==> src/ref_ctrl_pkg.sv <==
// Purpose: Shared constants for the frequency reference control
// Assumes: Percent values in tenths of a percent, 1000 = 100.0 %
// Notes:   Function codes are the contact input assignment codes
package ref_ctrl_pkg;
    // ========================================
    // Widths
    localparam int FREQ_W = 16;
    localparam int PCT_W  = 11;
    localparam int FSEL_W = 8;

    // ========================================
    // Contact input function codes
    localparam logic [FSEL_W-1:0] FN_RAMP_HOLD = 8'h0A;
    localparam logic [FSEL_W-1:0] FN_RAISE     = 8'h10;
    localparam logic [FSEL_W-1:0] FN_LOWER     = 8'h11;

    // ========================================
    // Reset values and percent full scale
    localparam logic             RETENTION_RST   = 1'b0;
    localparam logic [PCT_W-1:0] UPPER_LIMIT_RST = 11'h3E8;
    localparam logic [PCT_W-1:0] LOWER_LIMIT_RST = 11'h000;
    localparam logic [PCT_W-1:0] PCT_FULL_SCALE  = 11'h3E8;

    // ========================================
    // Timing
    localparam int CLK_MHZ          = 200;
    localparam int RAMP_TICK_NS     = 1000;
    localparam int RAMP_TICK_CYCLES = (RAMP_TICK_NS * CLK_MHZ + 999) / 1000;

    // Percent of maximum frequency to a frequency value
    function automatic logic [FREQ_W-1:0] pct_to_freq(input logic [FREQ_W-1:0] fmax,
                                                      input logic [PCT_W-1:0]  pct);
        logic [FREQ_W+PCT_W-1:0] prod;
        prod = fmax * pct;
        pct_to_freq = FREQ_W'(prod / PCT_FULL_SCALE);
    endfunction
endpackage

==> src/fn_if.sv <==
// Purpose: Decoded contact input functions
// Assumes: Driven combinationally by the decoder
// Notes:   Levels are already synchronised
`timescale 1ns/1ps
interface fn_if;
    logic hold_assigned;
    logic up_assigned;
    logic down_assigned;
    logic hold_on;
    logic up_on;
    logic down_on;
    logic config_error;

    modport decoder (output hold_assigned, up_assigned, down_assigned,
                     output hold_on, up_on, down_on, config_error);
    modport user    (input hold_assigned, up_assigned, down_assigned,
                     input hold_on, up_on, down_on, config_error);
endinterface

==> src/input_function_decoder.sv <==
// Purpose: Map contact inputs to ramp hold and raise/lower functions
// Assumes: Function selects are stable static configuration
// Notes:   Several inputs with one function are ORed
`timescale 1ns/1ps
module input_function_decoder #(
    parameter int N_INPUTS = 10
) (
    input  wire logic [N_INPUTS*ref_ctrl_pkg::FSEL_W-1:0] function_select,
    input  wire logic [N_INPUTS-1:0]                      contact_level,
    fn_if.decoder                                         fn
);
    // ========================================
    // Decode
    always_comb begin
        logic [ref_ctrl_pkg::FSEL_W-1:0] code;
        code = '0;
        fn.hold_assigned = 1'b0;
        fn.up_assigned   = 1'b0;
        fn.down_assigned = 1'b0;
        fn.hold_on       = 1'b0;
        fn.up_on         = 1'b0;
        fn.down_on       = 1'b0;
        for (int i = 0; i < N_INPUTS; i++) begin
            code = function_select[i*ref_ctrl_pkg::FSEL_W +: ref_ctrl_pkg::FSEL_W];
            if (code == ref_ctrl_pkg::FN_RAMP_HOLD) begin
                fn.hold_assigned = 1'b1;
                fn.hold_on       = fn.hold_on | contact_level[i];
            end
            if (code == ref_ctrl_pkg::FN_RAISE) begin
                fn.up_assigned = 1'b1;
                fn.up_on       = fn.up_on | contact_level[i];
            end
            if (code == ref_ctrl_pkg::FN_LOWER) begin
                fn.down_assigned = 1'b1;
                fn.down_on       = fn.down_on | contact_level[i];
            end
        end
        fn.config_error = (fn.up_assigned ^ fn.down_assigned)
                        | ((fn.up_assigned | fn.down_assigned) & fn.hold_assigned);
    end
endmodule

==> src/ramp_generator.sv <==
// Purpose: Step output frequency toward a target at fixed tick rate
// Assumes: Steps are per tick, set from acceleration/deceleration times
// Notes:   Load overrides hold; hold freezes the output
`timescale 1ns/1ps
module ramp_generator #(
    parameter int TICK_CYCLES = ref_ctrl_pkg::RAMP_TICK_CYCLES
) (
    input  wire logic                            mclk,
    input  wire logic                            rst_n,
    input  wire logic [ref_ctrl_pkg::FREQ_W-1:0] target,
    input  wire logic [ref_ctrl_pkg::FREQ_W-1:0] accel_step,
    input  wire logic [ref_ctrl_pkg::FREQ_W-1:0] decel_step,
    input  wire logic                            hold,
    input  wire logic                            load,
    input  wire logic [ref_ctrl_pkg::FREQ_W-1:0] load_value,
    output logic      [ref_ctrl_pkg::FREQ_W-1:0] freq_reg
);
    localparam int CW = $clog2(TICK_CYCLES + 1);

    logic [CW-1:0] tick_cnt_reg;
    logic          tick;

    // ========================================
    // Tick prescaler
    assign tick = (tick_cnt_reg == CW'(TICK_CYCLES - 1));

    always_ff @(posedge mclk or negedge rst_n) begin
        if (!rst_n) begin
            tick_cnt_reg <= '0;
        end else if (tick) begin
            tick_cnt_reg <= '0;
        end else begin
            tick_cnt_reg <= tick_cnt_reg + CW'(1);
        end
    end

    // ========================================
    // Ramp, saturating at the target
    always_ff @(posedge mclk or negedge rst_n) begin
        if (!rst_n) begin
            freq_reg <= '0;
        end else if (load) begin
            freq_reg <= load_value;
        end else if (tick && !hold) begin
            if (target > freq_reg) begin
                freq_reg <= (target - freq_reg > accel_step) ? freq_reg + accel_step : target;
            end else if (target < freq_reg) begin
                freq_reg <= (freq_reg - target > decel_step) ? freq_reg - decel_step : target;
            end
        end
    end
endmodule

==> src/ramp_hold_updown_ref.sv <==
// Purpose: Ramp hold and raise/lower frequency reference control
// Assumes: Contacts and run are pins; settings come from local logic
// Notes:   Stored reference persists through an external memory port
//
// Function
// - Hold input freezes ramp, stores output frequency
// - Hold release resumes ramping toward reference
// - Retention setting 0/1, default 0, locked running
// - Retention on writes held value to memory
// - Retention off: run during hold gives zero
// - Codes 10/11 are raise and lower
// - Only one of raise/lower flags error
// - Raise/lower plus hold flags error
// - Lower bound is largest of analog, limits
// - Run in raise/lower accelerates to lower bound
// - Raise/lower disables preset speed selection
// - Retained raise/lower reference restored on run
// - Raise/lower edge while running clears stored value
// - Ramp rates set by accel/decel steps
`timescale 1ns/1ps
module ramp_hold_updown_ref #(
    parameter int N_INPUTS    = 10,
    parameter int TICK_CYCLES = ref_ctrl_pkg::RAMP_TICK_CYCLES
) (
    input  wire logic                                     mclk,
    input  wire logic                                     rst_n,
    input  wire logic [N_INPUTS-1:0]                      contact_in,
    input  wire logic                                     run_in,
    input  wire logic [N_INPUTS*ref_ctrl_pkg::FSEL_W-1:0] input_function_select,
    input  wire logic                                     reference_retention_select,
    input  wire logic [ref_ctrl_pkg::PCT_W-1:0]           reference_upper_limit,
    input  wire logic [ref_ctrl_pkg::PCT_W-1:0]           reference_lower_limit,
    input  wire logic [ref_ctrl_pkg::PCT_W-1:0]           master_reference_lower_limit,
    input  wire logic [ref_ctrl_pkg::FREQ_W-1:0]          maximum_output_frequency,
    input  wire logic [ref_ctrl_pkg::FREQ_W-1:0]          analog_reference_input,
    input  wire logic [ref_ctrl_pkg::FREQ_W-1:0]          master_reference,
    input  wire logic                                     preset_step_select,
    input  wire logic [ref_ctrl_pkg::FREQ_W-1:0]          first_preset_reference,
    input  wire logic [ref_ctrl_pkg::FREQ_W-1:0]          accel_step,
    input  wire logic [ref_ctrl_pkg::FREQ_W-1:0]          decel_step,
    input  wire logic [ref_ctrl_pkg::FREQ_W-1:0]          held_reference_memory_in,
    output logic      [ref_ctrl_pkg::FREQ_W-1:0]          output_frequency,
    output logic      [ref_ctrl_pkg::FREQ_W-1:0]          reference_monitor,
    output logic                                          invalid_input_selection_error,
    output logic                                          ramp_hold_active,
    output logic                                          held_reference_memory_write,
    output logic      [ref_ctrl_pkg::FREQ_W-1:0]          held_reference_memory_out
);
    localparam int FW = ref_ctrl_pkg::FREQ_W;
    localparam int PW = ref_ctrl_pkg::PCT_W;

    function automatic logic [FW-1:0] max_f(input logic [FW-1:0] a, input logic [FW-1:0] b);
        max_f = (a > b) ? a : b;
    endfunction

    function automatic logic [FW-1:0] min_f(input logic [FW-1:0] a, input logic [FW-1:0] b);
        min_f = (a < b) ? a : b;
    endfunction

    // ========================================
    // Declarations
    logic [N_INPUTS-1:0] contact_meta_reg;
    logic [N_INPUTS-1:0] contact_sync_reg;
    logic                run_meta_reg;
    logic                run_sync_reg;
    logic                run_prev_reg;
    logic                hold_prev_reg;
    logic                up_prev_reg;
    logic                down_prev_reg;
    logic                moving_prev_reg;
    logic                restored_reg;
    logic                retention_reg;
    logic [PW-1:0]       upper_pct_reg;
    logic [PW-1:0]       lower_pct_reg;
    logic [PW-1:0]       master_lower_pct_reg;
    logic [FW-1:0]       stored_ref_reg;
    logic [FW-1:0]       stored_next;
    logic                stored_we;
    logic                hold_mode;
    logic                updown_mode;
    logic                retain_active;
    logic                run_rise;
    logic                hold_rise;
    logic                up_rise;
    logic                down_rise;
    logic                moving;
    logic                use_preset;
    logic [FW-1:0]       upper_freq;
    logic [FW-1:0]       lower_freq;
    logic [FW-1:0]       ref_target;
    logic                ramp_hold;
    logic                ramp_load;
    logic [FW-1:0]       load_value;
    logic                error_reg;
    logic                hold_active_reg;
    logic [FW-1:0]       monitor_reg;
    logic                mem_write_reg;
    logic [FW-1:0]       mem_value_reg;

    fn_if fn ();

    // ========================================
    // Pin synchronisers
    always_ff @(posedge mclk or negedge rst_n) begin
        if (!rst_n) begin
            contact_meta_reg <= '0;
            contact_sync_reg <= '0;
            run_meta_reg     <= 1'b0;
            run_sync_reg     <= 1'b0;
        end else begin
            contact_meta_reg <= contact_in;
            contact_sync_reg <= contact_meta_reg;
            run_meta_reg     <= run_in;
            run_sync_reg     <= run_meta_reg;
        end
    end

    input_function_decoder #(
        .N_INPUTS (N_INPUTS)
    ) u_decoder (
        .function_select (input_function_select),
        .contact_level   (contact_sync_reg),
        .fn              (fn.decoder)
    );

    // ========================================
    // Edge history
    always_ff @(posedge mclk or negedge rst_n) begin
        if (!rst_n) begin
            run_prev_reg    <= 1'b0;
            hold_prev_reg   <= 1'b0;
            up_prev_reg     <= 1'b0;
            down_prev_reg   <= 1'b0;
            moving_prev_reg <= 1'b0;
        end else begin
            run_prev_reg    <= run_sync_reg;
            hold_prev_reg   <= fn.hold_on;
            up_prev_reg     <= fn.up_on;
            down_prev_reg   <= fn.down_on;
            moving_prev_reg <= moving;
        end
    end

    assign run_rise  = run_sync_reg & ~run_prev_reg;
    assign hold_rise = fn.hold_on & ~hold_prev_reg;
    assign up_rise   = fn.up_on & ~up_prev_reg;
    assign down_rise = fn.down_on & ~down_prev_reg;
    assign moving    = fn.up_on ^ fn.down_on;

    // ========================================
    // Settings, taken only while stopped
    // Run is the terminal run input, so raise/lower always sees it
    always_ff @(posedge mclk or negedge rst_n) begin
        if (!rst_n) begin
            retention_reg        <= ref_ctrl_pkg::RETENTION_RST;
            upper_pct_reg        <= ref_ctrl_pkg::UPPER_LIMIT_RST;
            lower_pct_reg        <= ref_ctrl_pkg::LOWER_LIMIT_RST;
            master_lower_pct_reg <= ref_ctrl_pkg::LOWER_LIMIT_RST;
        end else if (!run_sync_reg) begin
            retention_reg        <= reference_retention_select;
            upper_pct_reg        <= reference_upper_limit;
            lower_pct_reg        <= reference_lower_limit;
            master_lower_pct_reg <= master_reference_lower_limit;
        end
    end

    assign hold_mode     = fn.hold_assigned & ~fn.config_error;
    assign updown_mode   = fn.up_assigned & fn.down_assigned & ~fn.config_error;
    assign retain_active = retention_reg & (hold_mode | updown_mode);
    assign use_preset    = preset_step_select & ~updown_mode;

    // ========================================
    // Limits
    assign upper_freq = ref_ctrl_pkg::pct_to_freq(maximum_output_frequency, upper_pct_reg);
    // Lower bound never above upper, so the clamp stays ordered
    assign lower_freq = min_f(upper_freq,
        max_f(analog_reference_input,
              max_f(ref_ctrl_pkg::pct_to_freq(maximum_output_frequency, lower_pct_reg),
                    ref_ctrl_pkg::pct_to_freq(maximum_output_frequency,
                                              master_lower_pct_reg))));

    // ========================================
    // Stored reference update
    always_comb begin
        stored_we   = 1'b0;
        stored_next = stored_ref_reg;
        if (hold_mode && hold_rise && run_sync_reg) begin
            stored_we   = 1'b1;
            stored_next = output_frequency;
        end else if (updown_mode && run_rise && !retain_active) begin
            stored_we   = 1'b1;
            stored_next = '0;
        end else if (updown_mode && run_sync_reg && (up_rise || down_rise)) begin
            stored_we   = 1'b1;
            stored_next = '0;
        end else if (updown_mode && run_sync_reg && moving_prev_reg && !moving) begin
            stored_we   = 1'b1;
            stored_next = output_frequency;
        end
    end

    // First cycle after reset pulls the retained value in
    always_ff @(posedge mclk or negedge rst_n) begin
        if (!rst_n) begin
            restored_reg   <= 1'b0;
            stored_ref_reg <= '0;
        end else if (!restored_reg) begin
            restored_reg   <= 1'b1;
            stored_ref_reg <= reference_retention_select ? held_reference_memory_in : '0;
        end else if (stored_we) begin
            stored_ref_reg <= stored_next;
        end
    end

    always_ff @(posedge mclk or negedge rst_n) begin
        if (!rst_n) begin
            mem_write_reg <= 1'b0;
            mem_value_reg <= '0;
        end else begin
            mem_write_reg <= restored_reg & stored_we & retain_active;
            mem_value_reg <= stored_next;
        end
    end

    // ========================================
    // Reference selection
    always_comb begin
        if (!run_sync_reg) begin
            ref_target = '0;
        end else if (updown_mode) begin
            if (fn.up_on && !fn.down_on) begin
                ref_target = upper_freq;
            end else if (fn.down_on && !fn.up_on) begin
                ref_target = lower_freq;
            end else begin
                ref_target = max_f(lower_freq, min_f(upper_freq, stored_ref_reg));
            end
        end else begin
            ref_target = min_f(upper_freq,
                use_preset ? first_preset_reference : master_reference);
        end
    end

    // Run with hold on: retained value or zero, then frozen
    always_comb begin
        ramp_load  = 1'b0;
        load_value = '0;
        if (run_rise && hold_mode && fn.hold_on) begin
            ramp_load  = 1'b1;
            load_value = retain_active ? min_f(upper_freq, stored_ref_reg) : '0;
        end
    end

    assign ramp_hold = hold_mode & fn.hold_on & run_sync_reg;

    ramp_generator #(
        .TICK_CYCLES (TICK_CYCLES)
    ) u_ramp (
        .mclk       (mclk),
        .rst_n      (rst_n),
        .target     (ref_target),
        .accel_step (accel_step),
        .decel_step (decel_step),
        .hold       (ramp_hold),
        .load       (ramp_load),
        .load_value (load_value),
        .freq_reg   (output_frequency)
    );

    // ========================================
    // Status outputs
    always_ff @(posedge mclk or negedge rst_n) begin
        if (!rst_n) begin
            error_reg       <= 1'b0;
            hold_active_reg <= 1'b0;
            monitor_reg     <= '0;
        end else begin
            error_reg       <= fn.config_error;
            hold_active_reg <= ramp_hold;
            monitor_reg     <= ref_target;
        end
    end

    assign invalid_input_selection_error = error_reg;
    assign ramp_hold_active              = hold_active_reg;
    assign reference_monitor             = monitor_reg;
    assign held_reference_memory_write   = mem_write_reg;
    assign held_reference_memory_out     = mem_value_reg;
endmodule

==> config.mk <==
export PLATFORM = sky130hd
export DESIGN_NAME = ramp_hold_updown_ref
export DESIGN_NICKNAME = d
export VERILOG_FILES = /design/src/ref_ctrl_pkg.sv /design/src/fn_if.sv /design/src/input_function_decoder.sv /design/src/ramp_generator.sv /design/src/ramp_hold_updown_ref.sv
export SDC_FILE = /design/constraint.sdc
export NUM_CORES = 2
export LEC_CHECK = 0
export BUFFER_PORTS_ARGS = -buffer_cell sky130_fd_sc_hd__buf_4
export CORE_AREA = 2 2 277 279
export CTS_BUF_LIST = sky130_fd_sc_hd__clkbuf_2
export CTS_CLUSTER_SIZE = 30
export DETAILED_ROUTE_END_ITERATION = 7
export DIE_AREA = 0 0 279 281
export PLACE_DENSITY = 0.89
export SLEW_MARGIN = 5
export SYNTH_ARGS = -nofsm -noshare
export SYNTH_HDL_FRONTEND = slang
export SYNTH_SLANG_ARGS = --single-unit
==> constraint.sdc <==
create_clock -name mclk -period 67.6 [get_ports mclk]
set_input_delay 6.76 -clock mclk [delete_from_list [all_inputs] [get_ports mclk]]
set_output_delay 6.76 -clock mclk [all_outputs]
set_load 0.01 [all_outputs]
==> metrics <==
Clock Skew=0.174 ns; Die X=279 µm; IO Pins=291; Design Area, Final=49300 µm²; Core Area=75400 µm²; period utilization=65.9%; dpl cells=7075; unique cell type count in the Yosys netlist=150; final critical-path required period=44.54 ns; Area after DPL=49000 µm²; grt met1 use=48.5%; Routed Wire Length=148 mm; area growth from synthesis to layout=6.28%; vias in the first global route=45500; final setup margin=23.06 ns; Synth area leader=fa_1; YS warnings=0; Post-synth ARST share=100%; R2R Path Start=lower_pct_reg[3]; first-pass GRT wire length=236 mm; worst setup path end=u_ramp.freq_reg[13]; Yosys reg bits=137; pre-CTS setup slack=23.34 ns; clk buf depth=2; Slew Viols, Final=0; Rel. slew slack=20.2%; pin count of the biggest net entering global routing=81; GPL Wtd Cong=1.09; cts repair resizes=0; Root Buffer=clkbuf_2; CP startpoint kind=primary input; clk sink count=137; met3 usage=7.51%; cts hold-fix bufs=0; ANT nets after route=0; Final #Nets=7120; Post-synth top flop=dfrtp_1; # DRC=3; CTS buffer count=17; register area share after synthesis=7.40%; WL/cell=20.9 µm; R2R depth=144; Max Cap Viol=0; Slew @ Worst Pin=1.18 ns; initial core utilization=61.5%; RR Endpoint=u_ramp.freq_reg[13]; total track usage=36.9%; Synth top area share=16.3%; Vias/cell=6.75; CP startpoint=maximum_output_frequency[14]; PortBufs=290; Site Rows=101; post-CTS setup buffer count=0; CTS H-Tree Depth=4; initial antenna violation count=9; CP Capture Type=register; worst min-delay path class=register to register; top cells by area, synth=fa_1 (16%), ha_1 (10%), dfrtp_1 (7.1%); maximum fanout along the worst path=33; CTS clock-pin slew for the worst setup and hold paths=0.32 ns; CP dominant cell by count=o21ai_0; Die H=281 µm; layout cells sized above 1=10.5%; TritonRoute pass-1 iters=8; slowest CP cell=o21ai_0; Critical Path RT=68.55 ns; final global-route overflow total=0; 1st-iter DRT viols=5710; dpl hpwl=118 mm; Mapped Nets=7034; critical path class=primary input to register; Final Hold Vio Count=0; status=finished, violations left; CTS tree=done; Clk Latency, worst-skew pair=1.12 ns; failing checks=design-rule violations; max incr delay on CP=0.95 ns; fin cells=7114; Vias=48000; Max Clk Rate=22.5 MHz; RSZ-0062 raised after global routing=false; Total Die Area=78400 µm²; syn avg cell area=7.70 µm²; synthesized instance count=6030; setup TNS=0 ns; setup slack on the worst flop-to-flop path=28.34 ns; synthesized area=46400 µm²; met2 usage=58.9%; GR peak layer=met2; number of synthesized flops with an enable pin=0; Crit path arrival time=45.49 ns; setup violators final=0
## layout by cell type, fill, tap and decap left out, types with 62 or more instances in the layout
cell / count
nor3_1: 133
nand2_1: 625
nand3_1: 145
o21ai_0: 269
nand4_1: 86
inv_1: 583
ha_1: 385
a21oi_1: 357
xnor2_1: 179
mux2i_1: 88
and2_1: 309
a31oi_1: 71
nor2_1: 393
dfrtp_1: 130
mux2_2: 62
a211oi_1: 90
o211ai_1: 74
buf_4: 330
a21o_1: 109
fa_1: 379
xor2_1: 72
## cells in the mapped netlist (all sizes together) (99+ instances only)
cell / count
and2: 310
nor2: 397
nor3: 136
nand3: 147
a21oi: 376
a211oi: 99
o21ai: 327
inv: 599
dfrtp: 131
fa: 379
xnor2: 182
clkbuf: 191
ha: 385
nand2: 628
a21o: 111
## stage by stage
stage / util [%] / hold WS, ns
6_report: 65.4 / 0.377
5_1_grt: 65.4 / 0.363
4_1_cts: 65.4 / 0.375
3_5_place_dp: 65.0 / 0.335
3_3_place_gp: 65.0 / 0.331
2_1_floorplan: - / 0.331
## cell type report
class	instances	area, µm²
clock inverters	15	221
inverters	601	2270
multi-input cells	5028	39600
well taps	978	1220
fillers	6233	26100
repair buffers	331	2490
clock buffers	17	85.1
flip-flops and latches	137	3440
diodes	7	17.5
## worst max-delay path, delay by kind of cell
family	cells	cell delay, ns
AOI/OAI and AO/OA	80	22.37
and+or+nand+nor	35	8.13
adders and majority gates	12	4.91
buffers and inverters	14	1.92
muxes	3	1.06
xor gates and xnor gates	1	0.15
## logic make-up (layout without fill, tap and decap cells)
| kind of cell | Yosys count | in the layout | share of synthesized area, % |
|---|---|---|---|
| adder cells (fa/ha/maj) | 777 | 777 | 27.0 |
| AO/OA/AOI/OAI | 1721 | 1721 | 26.6 |
| AND/OR/NAND/NOR | 2113 | 2113 | 23.0 |
| buffers and inverters | 865 | 964 | 7.34 |
| flip-flops | 137 | 137 | 7.40 |
| XOR/XNOR | 259 | 259 | 5.07 |
| other | 1 | 8 | 0.00808 |
| multiplexers | 157 | 157 | 3.62 |
## worst min-delay path by stage
| stage | to | start | cells past startpoint |
|---|---|---|---|
| 2_1_floorplan | contact_sync_reg[0] | contact_meta_reg[0] | 0 |
| 3_3_place_gp | contact_sync_reg[0] | contact_meta_reg[0] | 0 |
| 3_5_place_dp | contact_sync_reg[7] | contact_meta_reg[7] | 0 |
| 4_1_cts | contact_sync_reg[9] | contact_meta_reg[9] | 0 |
| 5_1_grt | contact_sync_reg[9] | contact_meta_reg[9] | 0 |
| 6_report | contact_sync_reg[9] | contact_meta_reg[9] | 0 |
## per-layer routing
metal	part of all wire, %	up-vias
met3	11	501
met4	4.7	4
met1	40	22900
met5	0.018	-
met2	45	2803
li1	-	21800
Power is left out: the tool's default activity adds up to more than one toggle a clock period on the data nets, which glitch-free logic cannot reach.
